### config.mk
export PLATFORM = sky130hd
export DESIGN_NAME = acpi_dual_rail_sequencer
export DESIGN_NICKNAME = d
export VERILOG_FILES = /design/src/hw/seq_pkg.sv /design/src/hw/sleep_deglitch.sv /design/src/hw/acpi_dual_rail_sequencer.sv
export SDC_FILE = /design/constraint.sdc
export NUM_CORES = 1
export LEC_CHECK = 0
export BUFFER_PORTS_ARGS = -buffer_cell sky130_fd_sc_hd__buf_2
export CAP_MARGIN = 20
export CORE_ASPECT_RATIO = 0.9
export CORE_MARGIN = 8
export CORE_UTILIZATION = 38
export DETAILED_ROUTE_END_ITERATION = 10
export PLACE_DENSITY_LB_ADDON = 0.3
export REMOVE_ABC_BUFFERS = 1
export SYNTH_ARGS = -nofsm -noshare
export SYNTH_HDL_FRONTEND = slang
export SYNTH_SLANG_ARGS = --single-unit
### constraint.sdc
create_clock -name clk -period 3 [get_ports clk]
set_input_delay 0.6 -clock clk [delete_from_list [all_inputs] [get_ports clk]]
set_output_delay 0.6 -clock clk [all_outputs]
set_load 0.01 [all_outputs]
### src/hw/seq_pkg.sv
// constants, state types and timing counts for the dual-rail sleep sequencer
// assumes a 20 MHz free-running timebase and a supply-monitor reset
// Contract
// - decode both-high as active, level5-high level3-low as S3, both-low as S4/S5
// - block illegal changes, never go straight from S4/S5 into S3
// - level5 low with level3 high keeps the previous state
// - standard variant turns the standby P gate on only in S3
// - always-on variant turns the standby P gate on in S3 and S4/S5
// - wait 60us after an active-to-S3 request before performing it
// - active-to-S4/S5 happens at once with no added delay
// - deglitch both sleep inputs against short spurious pulses
// - self-initialise at power-up and hold all sequencing in reset on low standby
// - never enter active until the 12V monitor reports the rail up
// - after standby reset release wait one soft-start interval, then soft-start
// - ramp the 3.3V dual rail under a stepped digital reference
// - always-on variant sinks soft current from standby P gate during soft-start
// - at end of soft-start pull the standby P gate pin fully low
// - count three soft-start intervals after 12V is up before entering active
// - on entering active release the open-drain N gate pin
// - together with that release drive the standby P gate pin high
// - together with that release put the internal regulator in standby
// - hold the open-drain N gate pin low while the N switches must be off
// - sense the 12V rail power-on-reset level at the N gate pin
// - regulate 3.3V internally in sleep, external N switch supplies it in active
// - watch the 3.3V output for undervoltage in S3 and S4/S5
// - undervoltage acts only in sleep after soft-start; disable, retry one interval later
// - fourth undervoltage after three retries latches the regulator off until reset
`default_nettype none
package seq_pkg;
  localparam int CLK_PERIOD_NS = 50;
  // soft-start interval, typical figure
  localparam int SS_INTERVAL_NS = 8200000;
  localparam int SS_CYCLES = SS_INTERVAL_NS / CLK_PERIOD_NS;
  // active to S3 delay, a least time so it rounds up
  localparam int S3_DELAY_NS = 60000;
  localparam int S3_DELAY_CYCLES = (S3_DELAY_NS + CLK_PERIOD_NS - 1) / CLK_PERIOD_NS;
  localparam int ACTIVE_WAIT_INTERVALS = 3;
  localparam int UV_RETRIES = 3;
  localparam int DEGLITCH_CYCLES = 16;
  localparam int REF_W = 8;
  localparam int TMR_W = 18;
  localparam logic [REF_W-1:0] REF_RESET = 8'h00;
  localparam logic [REF_W-1:0] REF_FULL = 8'hff;
  localparam logic [1:0] POWER_CODE_S0 = 2'h0;
  localparam logic [1:0] POWER_CODE_S3 = 2'h1;
  localparam logic [1:0] POWER_CODE_S45 = 2'h2;

  typedef enum logic [1:0] {PWR_S0, PWR_S3, PWR_S45} power_state_t;

  typedef enum logic [2:0] {
    ST_POR_WAIT, ST_SOFTSTART, ST_SLEEP, ST_WAIT12,
    ST_ACTIVE, ST_S3_DELAY, ST_UV_OFF, ST_LATCHED
  } seq_state_t;
endpackage
`default_nettype wire

### src/hw/sleep_deglitch.sv
// stability filter for one sleep-state input
// assumes the raw level is already synchronous to clk
`default_nettype none
module sleep_deglitch #(
  parameter int STABLE_CYCLES = seq_pkg::DEGLITCH_CYCLES,
  parameter int CNT_W = 8
) (
  // clock and reset
  input wire logic clk,
  input wire logic rstn,
  // level in and filtered level out
  input wire logic raw_in,
  output logic clean_out
);
  typedef struct packed {
    logic clean;
    logic [CNT_W-1:0] cnt;
  } filt_t;

  localparam logic [CNT_W-1:0] LAST = CNT_W'(STABLE_CYCLES - 1);

  filt_t s_reg;
  filt_t s_next;

  // ------------------------------------------------------------
  // filter
  // ------------------------------------------------------------
  // stable count
  always_comb begin
    s_next = s_reg;
    if (raw_in == s_reg.clean) begin
      s_next.cnt = '0;
    end else if (s_reg.cnt == LAST) begin
      s_next.clean = raw_in;
      s_next.cnt = '0;
    end else begin
      s_next.cnt = s_reg.cnt + CNT_W'(1);
    end
  end

  always_ff @(posedge clk or negedge rstn) begin
    if (!rstn) begin
      s_reg <= '0;
    end else begin
      s_reg <= s_next;
    end
  end

  assign clean_out = s_reg.clean;
endmodule
`default_nettype wire

### src/hw/acpi_dual_rail_sequencer.sv
// sequencing logic of the two-rail sleep power controller
// assumes rstn is the standby-supply monitor and all inputs are synchronous to clk
`default_nettype none
module acpi_dual_rail_sequencer #(
  parameter bit ALWAYS_ON = 1'b0,
  parameter int SS_CYCLES = seq_pkg::SS_CYCLES,
  parameter int DEGLITCH_CYCLES = seq_pkg::DEGLITCH_CYCLES
) (
  // clock and supply-monitor reset
  input wire logic clk,
  input wire logic rstn,
  // sleep-state inputs from the chipset
  input wire logic sleep_level3_in_n,
  input wire logic sleep_level5_in_n,
  // open-drain N gate pin: level sensed, drive value, enable
  input wire logic nfet_gate_release_in,
  output logic nfet_gate_release_out,
  output logic nfet_gate_release_oe_n,
  // standby P gate pin drives
  output logic standby_pfet_gate_high,
  output logic standby_pfet_gate_low,
  output logic standby_pfet_gate_sink,
  // internal regulator control and its undervoltage comparator
  input wire logic aux_rail_uv,
  output logic aux_rail_ldo_enable,
  output logic aux_rail_ldo_standby,
  output logic [seq_pkg::REF_W-1:0] aux_rail_ss_ref,
  output logic aux_rail_latched_off,
  // state indication
  output logic [1:0] power_state
);
  localparam int TW = seq_pkg::TMR_W;
  localparam int RW = seq_pkg::REF_W;
  localparam int REF_STEPS = 256;
  localparam int STEP_CYCLES = (SS_CYCLES >= REF_STEPS) ? (SS_CYCLES / REF_STEPS) : 1;
  localparam logic [TW-1:0] SS_LAST = TW'(SS_CYCLES - 1);
  localparam logic [TW-1:0] STEP_LAST = TW'(STEP_CYCLES - 1);
  localparam logic [TW-1:0] DELAY_LAST = TW'(seq_pkg::S3_DELAY_CYCLES - 1);
  localparam logic [1:0] IVL_LAST = 2'(seq_pkg::ACTIVE_WAIT_INTERVALS - 1);
  localparam logic [1:0] RETRY_MAX = 2'(seq_pkg::UV_RETRIES);

  typedef struct packed {
    seq_pkg::seq_state_t st;
    seq_pkg::power_state_t kind;
    seq_pkg::power_state_t req;
    logic [TW-1:0] tmr;
    logic [1:0] ivl;
    logic [RW-1:0] ss_ref;
    logic [1:0] retries;
    logic nfet_oe_n;
    logic pfet_hi;
    logic pfet_lo;
    logic pfet_sink;
    logic ldo_en;
    logic ldo_stby;
    logic latched;
    logic [1:0] pwr;
  } seq_t;

  seq_t s_reg;
  seq_t s_next;
  logic l3_clean;
  logic l5_clean;

  // ------------------------------------------------------------
  // input filtering
  // ------------------------------------------------------------
  // deglitch level3
  sleep_deglitch #(
    .STABLE_CYCLES(DEGLITCH_CYCLES),
    .CNT_W(8)
  ) u_l3_filter (
    .clk(clk),
    .rstn(rstn),
    .raw_in(sleep_level3_in_n),
    .clean_out(l3_clean)
  );

  sleep_deglitch #(
    .STABLE_CYCLES(DEGLITCH_CYCLES),
    .CNT_W(8)
  ) u_l5_filter (
    .clk(clk),
    .rstn(rstn),
    .raw_in(sleep_level5_in_n),
    .clean_out(l5_clean)
  );

  // ------------------------------------------------------------
  // helpers
  // ------------------------------------------------------------
  function automatic seq_pkg::power_state_t decode_req(
    input logic l5,
    input logic l3,
    input seq_pkg::power_state_t prev
  );
    seq_pkg::power_state_t r;
    r = prev;
    if (l5 && l3) begin
      r = seq_pkg::PWR_S0;
    end else if (l5 && !l3) begin
      r = seq_pkg::PWR_S3;
    end else if (!l5 && !l3) begin
      r = seq_pkg::PWR_S45;
    end else begin
      r = prev;
    end
    return r;
  endfunction

  function automatic logic pfet_wanted(input seq_pkg::power_state_t k);
    return (k == seq_pkg::PWR_S3) || (ALWAYS_ON && (k == seq_pkg::PWR_S45));
  endfunction

  function automatic seq_pkg::power_state_t legal_kind(
    input seq_pkg::power_state_t cur,
    input seq_pkg::power_state_t want
  );
    seq_pkg::power_state_t k;
    k = want;
    if ((cur == seq_pkg::PWR_S45) && (want == seq_pkg::PWR_S3)) begin
      k = cur;
    end
    return k;
  endfunction

  function automatic logic [1:0] power_code(input seq_pkg::power_state_t k);
    logic [1:0] c;
    c = seq_pkg::POWER_CODE_S45;
    if (k == seq_pkg::PWR_S0) begin
      c = seq_pkg::POWER_CODE_S0;
    end else if (k == seq_pkg::PWR_S3) begin
      c = seq_pkg::POWER_CODE_S3;
    end
    return c;
  endfunction

  // ------------------------------------------------------------
  // sequencer
  // ------------------------------------------------------------
  always_comb begin
    s_next = s_reg;
    s_next.req = decode_req(l5_clean, l3_clean, s_reg.req);
    s_next.tmr = s_reg.tmr + TW'(1);
    unique case (s_reg.st)
      seq_pkg::ST_POR_WAIT: begin
        if (s_next.req != seq_pkg::PWR_S0) begin
          s_next.kind = s_next.req;
        end
        if (s_reg.tmr == SS_LAST) begin
          s_next.st = seq_pkg::ST_SOFTSTART;
          s_next.tmr = '0;
          s_next.ss_ref = seq_pkg::REF_RESET;
        end
      end
      seq_pkg::ST_SOFTSTART: begin
        if (s_reg.tmr == STEP_LAST) begin
          s_next.tmr = '0;
          if (s_reg.ss_ref == seq_pkg::REF_FULL) begin
            s_next.st = seq_pkg::ST_SLEEP;
          end else begin
            s_next.ss_ref = s_reg.ss_ref + RW'(1);
          end
        end
      end
      seq_pkg::ST_SLEEP, seq_pkg::ST_WAIT12: begin
        if (aux_rail_uv) begin
          s_next.tmr = '0;
          if (s_reg.retries == RETRY_MAX) begin
            s_next.st = seq_pkg::ST_LATCHED;
          end else begin
            s_next.retries = s_reg.retries + 2'h1;
            s_next.st = seq_pkg::ST_UV_OFF;
          end
        end else if (s_next.req != seq_pkg::PWR_S0) begin
          s_next.kind = legal_kind(s_reg.kind, s_next.req);
          s_next.st = seq_pkg::ST_SLEEP;
        end else if (s_reg.st == seq_pkg::ST_SLEEP) begin
          s_next.st = seq_pkg::ST_WAIT12;
          s_next.tmr = '0;
          s_next.ivl = '0;
        end else if (!nfet_gate_release_in) begin
          s_next.tmr = '0;
          s_next.ivl = '0;
        end else if (s_reg.tmr == SS_LAST) begin
          s_next.tmr = '0;
          if (s_reg.ivl == IVL_LAST) begin
            s_next.st = seq_pkg::ST_ACTIVE;
          end else begin
            s_next.ivl = s_reg.ivl + 2'h1;
          end
        end
      end
      seq_pkg::ST_ACTIVE: begin
        if (s_next.req == seq_pkg::PWR_S45) begin
          s_next.kind = seq_pkg::PWR_S45;
          s_next.st = seq_pkg::ST_SLEEP;
        end else if (s_next.req == seq_pkg::PWR_S3) begin
          s_next.st = seq_pkg::ST_S3_DELAY;
          s_next.tmr = '0;
        end
      end
      seq_pkg::ST_S3_DELAY: begin
        if (s_next.req == seq_pkg::PWR_S45) begin
          s_next.kind = seq_pkg::PWR_S45;
          s_next.st = seq_pkg::ST_SLEEP;
        end else if (s_next.req == seq_pkg::PWR_S0) begin
          s_next.st = seq_pkg::ST_ACTIVE;
        end else if (s_reg.tmr == DELAY_LAST) begin
          s_next.kind = seq_pkg::PWR_S3;
          s_next.st = seq_pkg::ST_SLEEP;
        end
      end
      seq_pkg::ST_UV_OFF: begin
        if (s_next.req != seq_pkg::PWR_S0) begin
          s_next.kind = legal_kind(s_reg.kind, s_next.req);
        end
        if (s_reg.tmr == SS_LAST) begin
          s_next.st = seq_pkg::ST_SOFTSTART;
          s_next.tmr = '0;
          s_next.ss_ref = seq_pkg::REF_RESET;
        end
      end
      seq_pkg::ST_LATCHED: begin
        // only a supply reset leaves this state
        s_next.tmr = s_reg.tmr;
      end
      default: begin
        s_next.st = seq_pkg::ST_POR_WAIT;
        s_next.tmr = '0;
      end
    endcase

    // outputs follow the next state so they leave flip-flops in step with it
    s_next.nfet_oe_n = 1'b0;
    s_next.pfet_hi = 1'b1;
    s_next.pfet_lo = 1'b0;
    s_next.pfet_sink = 1'b0;
    s_next.ldo_en = 1'b0;
    s_next.ldo_stby = 1'b0;
    s_next.latched = 1'b0;
    s_next.pwr = power_code(s_next.kind);
    unique case (s_next.st)
      seq_pkg::ST_SOFTSTART: begin
        s_next.ldo_en = 1'b1;
        if (ALWAYS_ON) begin
          s_next.pfet_hi = 1'b0;
          s_next.pfet_sink = 1'b1;
        end
      end
      seq_pkg::ST_SLEEP, seq_pkg::ST_WAIT12: begin
        s_next.ldo_en = 1'b1;
        s_next.pfet_lo = pfet_wanted(s_next.kind);
        s_next.pfet_hi = !pfet_wanted(s_next.kind);
      end
      seq_pkg::ST_ACTIVE, seq_pkg::ST_S3_DELAY: begin
        s_next.nfet_oe_n = 1'b1;
        s_next.pfet_hi = 1'b1;
        s_next.ldo_en = 1'b1;
        s_next.ldo_stby = 1'b1;
        s_next.pwr = seq_pkg::POWER_CODE_S0;
      end
      seq_pkg::ST_UV_OFF, seq_pkg::ST_LATCHED: begin
        s_next.pfet_lo = pfet_wanted(s_next.kind);
        s_next.pfet_hi = !pfet_wanted(s_next.kind);
        s_next.latched = (s_next.st == seq_pkg::ST_LATCHED);
      end
      default: begin
        s_next.pfet_hi = 1'b1;
      end
    endcase
    if (s_next.st != seq_pkg::ST_ACTIVE && s_next.st != seq_pkg::ST_S3_DELAY) begin
      s_next.nfet_oe_n = 1'b0;
    end
  end

  always_ff @(posedge clk or negedge rstn) begin
    if (!rstn) begin
      s_reg.st <= seq_pkg::ST_POR_WAIT;
      s_reg.kind <= seq_pkg::PWR_S45;
      s_reg.req <= seq_pkg::PWR_S45;
      s_reg.tmr <= '0;
      s_reg.ivl <= '0;
      s_reg.ss_ref <= seq_pkg::REF_RESET;
      s_reg.retries <= '0;
      s_reg.nfet_oe_n <= 1'b0;
      s_reg.pfet_hi <= 1'b1;
      s_reg.pfet_lo <= 1'b0;
      s_reg.pfet_sink <= 1'b0;
      s_reg.ldo_en <= 1'b0;
      s_reg.ldo_stby <= 1'b0;
      s_reg.latched <= 1'b0;
      s_reg.pwr <= seq_pkg::POWER_CODE_S45;
    end else begin
      s_reg <= s_next;
    end
  end

  // ------------------------------------------------------------
  // pins
  // ------------------------------------------------------------
  // the open-drain pin only ever pulls low; the high level is the board pull-up
  assign nfet_gate_release_out = 1'b0;
  assign nfet_gate_release_oe_n = s_reg.nfet_oe_n;
  assign standby_pfet_gate_high = s_reg.pfet_hi;
  assign standby_pfet_gate_low = s_reg.pfet_lo;
  assign standby_pfet_gate_sink = s_reg.pfet_sink;
  assign aux_rail_ldo_enable = s_reg.ldo_en;
  assign aux_rail_ldo_standby = s_reg.ldo_stby;
  assign aux_rail_ss_ref = s_reg.ss_ref;
  assign aux_rail_latched_off = s_reg.latched;
  assign power_state = s_reg.pwr;
endmodule
`default_nettype wire

# Word level (Yosys, flattened, before mapping)
# Cells that the tools add are included.
dict set report totals {
  regBits 63
  out_inout_bits 18
  elab_cells 142
}
dict set report classes {
  add_sub_neg 6
  n_eq_ne 35
  muxes 54
  bitwise_logic 5
  reduce_logical 24
}
# op count
set op_table {}
lappend op_table {{2-to-1 mux 18 bit} 5}
lappend op_table {{case mux 18 bit (5 select lines)} 1}
lappend op_table {{2-to-1 mux 20 bit} 4}
lappend op_table {{2-to-1 mux 8 bit} 7}
lappend op_table {{2-to-1 mux 3 bit} 12}
lappend op_table {{2-to-1 mux 2 bit} 13}
lappend op_table {{adder 8 x 1 -> 8 bit (second input constant)} 3}
lappend op_table {{== test 3 bit (second input constant)} 8}
lappend op_table {{adder 18 x 1 -> 18 bit (second input constant)} 1}
lappend op_table {{== test 18 x 10 -> 1 bit (second input constant)} 1}
lappend op_table {{== test 18 x 11 -> 1 bit (second input constant)} 1}
lappend op_table {{== test 18 bit (second input constant)} 1}
lappend op_table {{== test 8 x 4 -> 1 bit (second input constant)} 2}
lappend op_table {{case mux 8 bit (2 select lines)} 1}
lappend op_table {{case mux 3 bit (5 select lines)} 1}
lappend op_table {{== test 3 x 2 -> 1 bit (second input constant)} 4}
lappend op_table {{2-to-1 mux 5 bit} 2}
lappend op_table {{case mux 2 bit (5 select lines)} 1}
lappend op_table {{inequality test 3 bit (second input constant)} 3}
lappend op_table {{== test 2 bit (second input constant)} 4}
lappend op_table {{== test 8 bit (second input constant)} 1}
lappend op_table {{OR reduction 2 bit} 4}
lappend op_table {{2-to-1 mux 1 bit} 7}
lappend op_table {{== test 3 x 1 -> 1 bit (second input constant)} 2}
lappend op_table {{18 further kinds} 35}

# Longest topological paths before layout
dict set report depth {
  depth_word 15
  ltp_mapped 9
}

# Modules after synthesis
# From an unflattened synthesis, not the netlist that was laid out.
dict set report hier_totals {
  cells_unflattened 386
  area_unflattened_um2 3614.7
}
# mod instances cells_per_inst area_each_um2 seq_area_each_um2
set modules_own_cells {}
lappend modules_own_cells {acpi_dual_rail_sequencer 1 308 2753.9 1106.1}
lappend modules_own_cells {sleep_deglitch 2 39 430.4 225.2}

# Worst setup path before layout
# No wires, ideal clock.
dict set report synth_path {
  path_kind {reg-to-reg}
  from {reg s_reg[34] in the netlist's numbering}
  to {reg s_reg (netlist bit aux_rail_ss_ref[4])}
  setup_ns 0.078
  t_arrival_ns 2.121
  path_slack_ns 0.802
  path_stages_with_launch 7
  n_path_buf 0
  synth_period_minus_slack_ns 2.198
  cell_sequence {dfrtp_1 > or4b_4 > or2_4 > o31ai_4 > nand3b_2 > or3_1 > a21oi_1}
}
dict set report synth_via {
  elab_chain_cells 3
  elab_cells_between_ends 5
  classes_between {eq/ne: 4; reduce/logical: 1}
}
# item line_no
set synth_rtl {}
lappend synth_rtl {{start, declared} acpi_dual_rail_sequencer.sv:60} ;# seq_t s_reg;
lappend synth_rtl {{start signal, assigned} acpi_dual_rail_sequencer.sv:295} ;# s_reg <= s_next;
lappend synth_rtl {{== test 18 x 10 -> 1 bit or == test 18 bit (tied branches)} {acpi_dual_rail_sequencer.sv:157, acpi_dual_rail_sequencer.sv:150, acpi_dual_rail_sequencer.sv:218}}
lappend synth_rtl {{inequality test 2 bit (no source line) or inequality test 2 x 1 -> 1 bit (tied branches)} -}
lappend synth_rtl {{AND reduction 4 bit (no source line) (*)} -}
# Every way passes the cells marked *; elsewhere a longest branch is shown, timed or not.
# A chain may end at the register's enable or synchronous reset.

# Worst setup path after layout
dict set report layout_path {
  from {reg s_reg[34] in the netlist's numbering}
  to {reg s_reg[22] in the netlist's numbering}
}
dict set report layout_via {
  elab_chain_cells 7
  elab_cells_between_ends 10
  classes_between {eq/ne: 2; mux: 8}
}
# item line_no
set layout_rtl {}
lappend layout_rtl {{== test 18 bit} {acpi_dual_rail_sequencer.sv:150, acpi_dual_rail_sequencer.sv:185, acpi_dual_rail_sequencer.sv:218}}
lappend layout_rtl {{2-to-1 mux 20 bit} acpi_dual_rail_sequencer.sv:185} ;# end else if (s_reg.tmr == SS_LAST) begin
lappend layout_rtl {{2-to-1 mux 20 bit} acpi_dual_rail_sequencer.sv:182} ;# end else if (!nfet_gate_release_in) begin
lappend layout_rtl {{2-to-1 mux 20 bit} acpi_dual_rail_sequencer.sv:178} ;# end else if (s_reg.st == seq_pkg::ST_SLEEP) begin
lappend layout_rtl {{2-to-1 mux 20 bit} acpi_dual_rail_sequencer.sv:175} ;# end else if (s_next.req != seq_pkg::PWR_S0) begin
lappend layout_rtl {{2-to-1 mux 18 bit} acpi_dual_rail_sequencer.sv:167} ;# if (aux_rail_uv) begin
lappend layout_rtl {{case mux 18 bit (5 select lines) (*)} acpi_dual_rail_sequencer.sv:145} ;# unique case (s_reg.st)
# Every way passes the cells marked *; elsewhere a longest branch is shown, timed or not. The select of a mux whose other input is x is not followed.

==> flow_metrics.tcl <==
set metrics [dict create \
    synth-async-reset-ratio_pct 100 \
    grt_pass1_wl_um 12500 \
    initial_core_util_pct 38.5 \
    path_clk_slew_ns 0.07 \
    avgSynthCellArea_um2 9.53 \
    hold_buffers 0 \
    antenna_found_initial 0 \
    post-cts-setup-buffers 0 \
    wirelength_um 7220 \
    place_congestion 0.884 \
    crit_chain "or4b_4 -> or2_4 -> nor2_1 -> maj3_1 -> o211a_1 -> o21ai_0" \
    num_vias 2558 \
    min_period_ns 2.58 \
    grt_pass1_vias 2524 \
    critPathMaxFanout 17 \
    core_um2 9000 \
    cts_tree "yes" \
    ios 24 \
    maxClockFrequency_mhz 387 \
    post-dp-hpwl_um 5310 \
    r2r-start "s_reg[34]" \
    fin_setup_tns_ns 0 \
    hold_viol 0 \
    path_class "flop to flop" \
    r2r_setup_slack_ns 0.42 \
    arrival_ns 2.79 \
    yosys_most_used_dff "dfrtp_1" \
    r2r-end "s_reg[22]" \
    layout-drive-gt1-share_pct 16.7 \
    cts_buffers 9 \
    die_area_um2 12400 \
    synth.distinct_cells 60 \
    relSlewSlack_pct 51.2 \
    critPathCaptureType "flop" \
    slowest_delay_ns 0.59 \
    drc 0 \
    critPathRequiredTime_ns 3.20 \
    grt_usage_pct 12.7 \
    die_x_um 117 \
    rows 33 \
    fin_hold_ws_ns 0.129 \
    htree_levels 3 \
    overflow 0 \
    netlist_instances 364 \
    start_kind "flop" \
    yosys-top-cells-area "dfrtp_1 (42%), nor2_1 (5.5%), xnor2_1 (4.8%), xor2_1 (4.5%), nand2_1 (3.5%)" \
    rsz0062_at_grt "no" \
    n_antenna_cell 0 \
    powerDensity_nw_per_um2 454 \
    die_height_um 107 \
    grt_max_degree 26 \
    largest_register_ffs 29 \
    r2r_cells 6 \
    p_leak_nw 1.67 \
    syn_area_um2 3470 \
    cts_resized 0 \
    numClockSinks 62 \
    irDropWorstVdd_v 0.000229 \
    drtPass1Iterations 4 \
    setup_viol 0 \
    clock_latency_ns 0.34 \
    synth_top_area_share_pct 41.8 \
    crit_path_top_delay_cell "or4b_4" \
    ys_ff_latch 62 \
    critPathLaunch "s_reg[34]" \
    skew_ns 0.00958 \
    antenna_left 0 \
    vias_per_cell 5.06 \
    wl_per_cell_um 14.3 \
    fin_crit_sh_pct 86.1 \
    synthToLayoutAreaGrowth_pct 10.7 \
    seq_area_frac_synth_pct 44.9 \
    fin_nets 391 \
    clk_path_buf_depth 2 \
    cp-endpoint "s_reg[22]" \
    ys_warn_count 0 \
    clockRootBuffer "clkbuf_8" \
    cap_violations 0 \
    drt_iter0_drc 142 \
    slew_viol_final 0 \
    worstMarginPinSlew_ns 0.726 \
    min_path_type "input port to asynchronous set/reset pin" \
    synth_edf_count 0 \
    status "completed" \
    portBuffers 21 \
    yosysTopAreaCell "dfrtp_1" \
]
## per-layer routing
metal	vias up	share of wire (%)	track usage, %
met5	-	0	0
met4	0	1.9	5.75
met3	10	4.7	3.48
met2	45	43	18.4
met1	1221	50	17.4
li1	1282	-	-
## area by class of cell
class / instances / area, µm²
Multi-Input combinational cell: 268 / 1730
Inverter: 13 / 48.8
Tap cell: 122 / 153
Clock buffer: 12 / 145
Fill cell: 910 / 5160
Clock inverter: 4 / 70.1
Sequential cell: 62 / 1560
Timing Repair Buffer: 25 / 135
## stage by stage
stage / power, mW / instances / area [µm²] / setup WS, ns / util [%]
floorplan: 0.919 / 343 / 3340 / 0.749 / -
global placement: 0.955 / 490 / 3630 / 0.475 / 40.3
detailed placement: 0.955 / 490 / 3630 / 0.420 / 40.3
CTS: 1.78 / 506 / 3840 / 0.409 / 42.7
global route: 1.83 / 506 / 3840 / 0.245 / 42.7
finish: 1.74 / 506 / 3840 / 0.418 / 42.7
## placed cells by master (no fill, tap or decap), types with 3 or more instances in the layout
cell / n
nor2_1: 51
nor4b_2: 3
clkbuf_8: 10
xor2_1: 18
and3_1: 7
nand2_1: 32
buf_2: 21
nand4_1: 8
nor3_1: 3
nand3_1: 15
inv_1: 13
xnor2_1: 19
ha_1: 6
nor4_1: 7
or3_1: 3
buf_4: 4
o21ai_0: 16
nor2b_1: 6
nand3b_1: 3
dfrtp_1: 58
dfstp_2: 4
and2_1: 3
nand2b_1: 9
mux2_2: 3
or2_2: 5
a311oi_1: 4
a21oi_1: 7
## worst min path at each step
stage	startpoint	end	slack (ns)	cells past startpoint
after floorplan	rstn	aux_rail_latched_off	0.30	0
final	rstn	u_l3_filter.s_reg[3]	0.13	1
after detailed placement	u_l5_filter.s_reg[0]	u_l5_filter.s_reg[0]	0.47	1
after global routing	rstn	u_l3_filter.s_reg[3]	0.14	1
after CTS	rstn	u_l3_filter.s_reg[0]	0.12	1
after global placement	s_reg[9]	s_reg[9]	0.46	1
## worst max-delay path, delay by kind of cell, from the launching register on
| kind | cells | cell delay (ns) |
|---|---|---|
| adders and majority gates | 1 | 0.24 |
| AOI/OAI and AO/OA | 2 | 0.68 |
| DFF | 1 | 0.43 |
| and+or+nand+nor | 3 | 1.09 |
## power breakdown
group	internal, mW	switching [mW]
logic	0.0244	0.0455
registers	0.853	0.0162
clock network	0.488	0.316
total	1.37	0.378
## logic make-up after synthesis
| kind of cell | Yosys count | share of synthesized area [%] |
|---|---|---|
| muxes | 4 | 1.26 |
| DFF | 62 | 44.9 |
| buffers and inverters | 35 | 5.30 |
| xor gates and xnor gates | 37 | 9.34 |
| other | 1 | 0.108 |
| and+or+nand+nor | 168 | 26.4 |
| AOI/OAI and AO/OA | 50 | 10.3 |
| adders and majority gates | 7 | 2.45 |
## cells in the mapped netlist (all sizes together), types with 2 or more instances
cell and instances:
dfrtp 58, nor2 51, nand2 32, xnor2 19, xor2 18, o21ai 16, nand3 15, buf 14
inv 13, nand2b 9, clkbuf 8, nand4 8, nor4 8, a21oi 7, and3 7, ha 6
nor2b 6, or2 6, a311oi 4, dfstp 4, nand3b 4, nor3 4, nor4b 4, and2 3
mux2 3, nand4b 3, or3 3, a211oi 2, a21boi 2, a21o 2, o211a 2, o211ai 2
o31ai 2
Note: power is estimated with default switching activity, not from simulation.
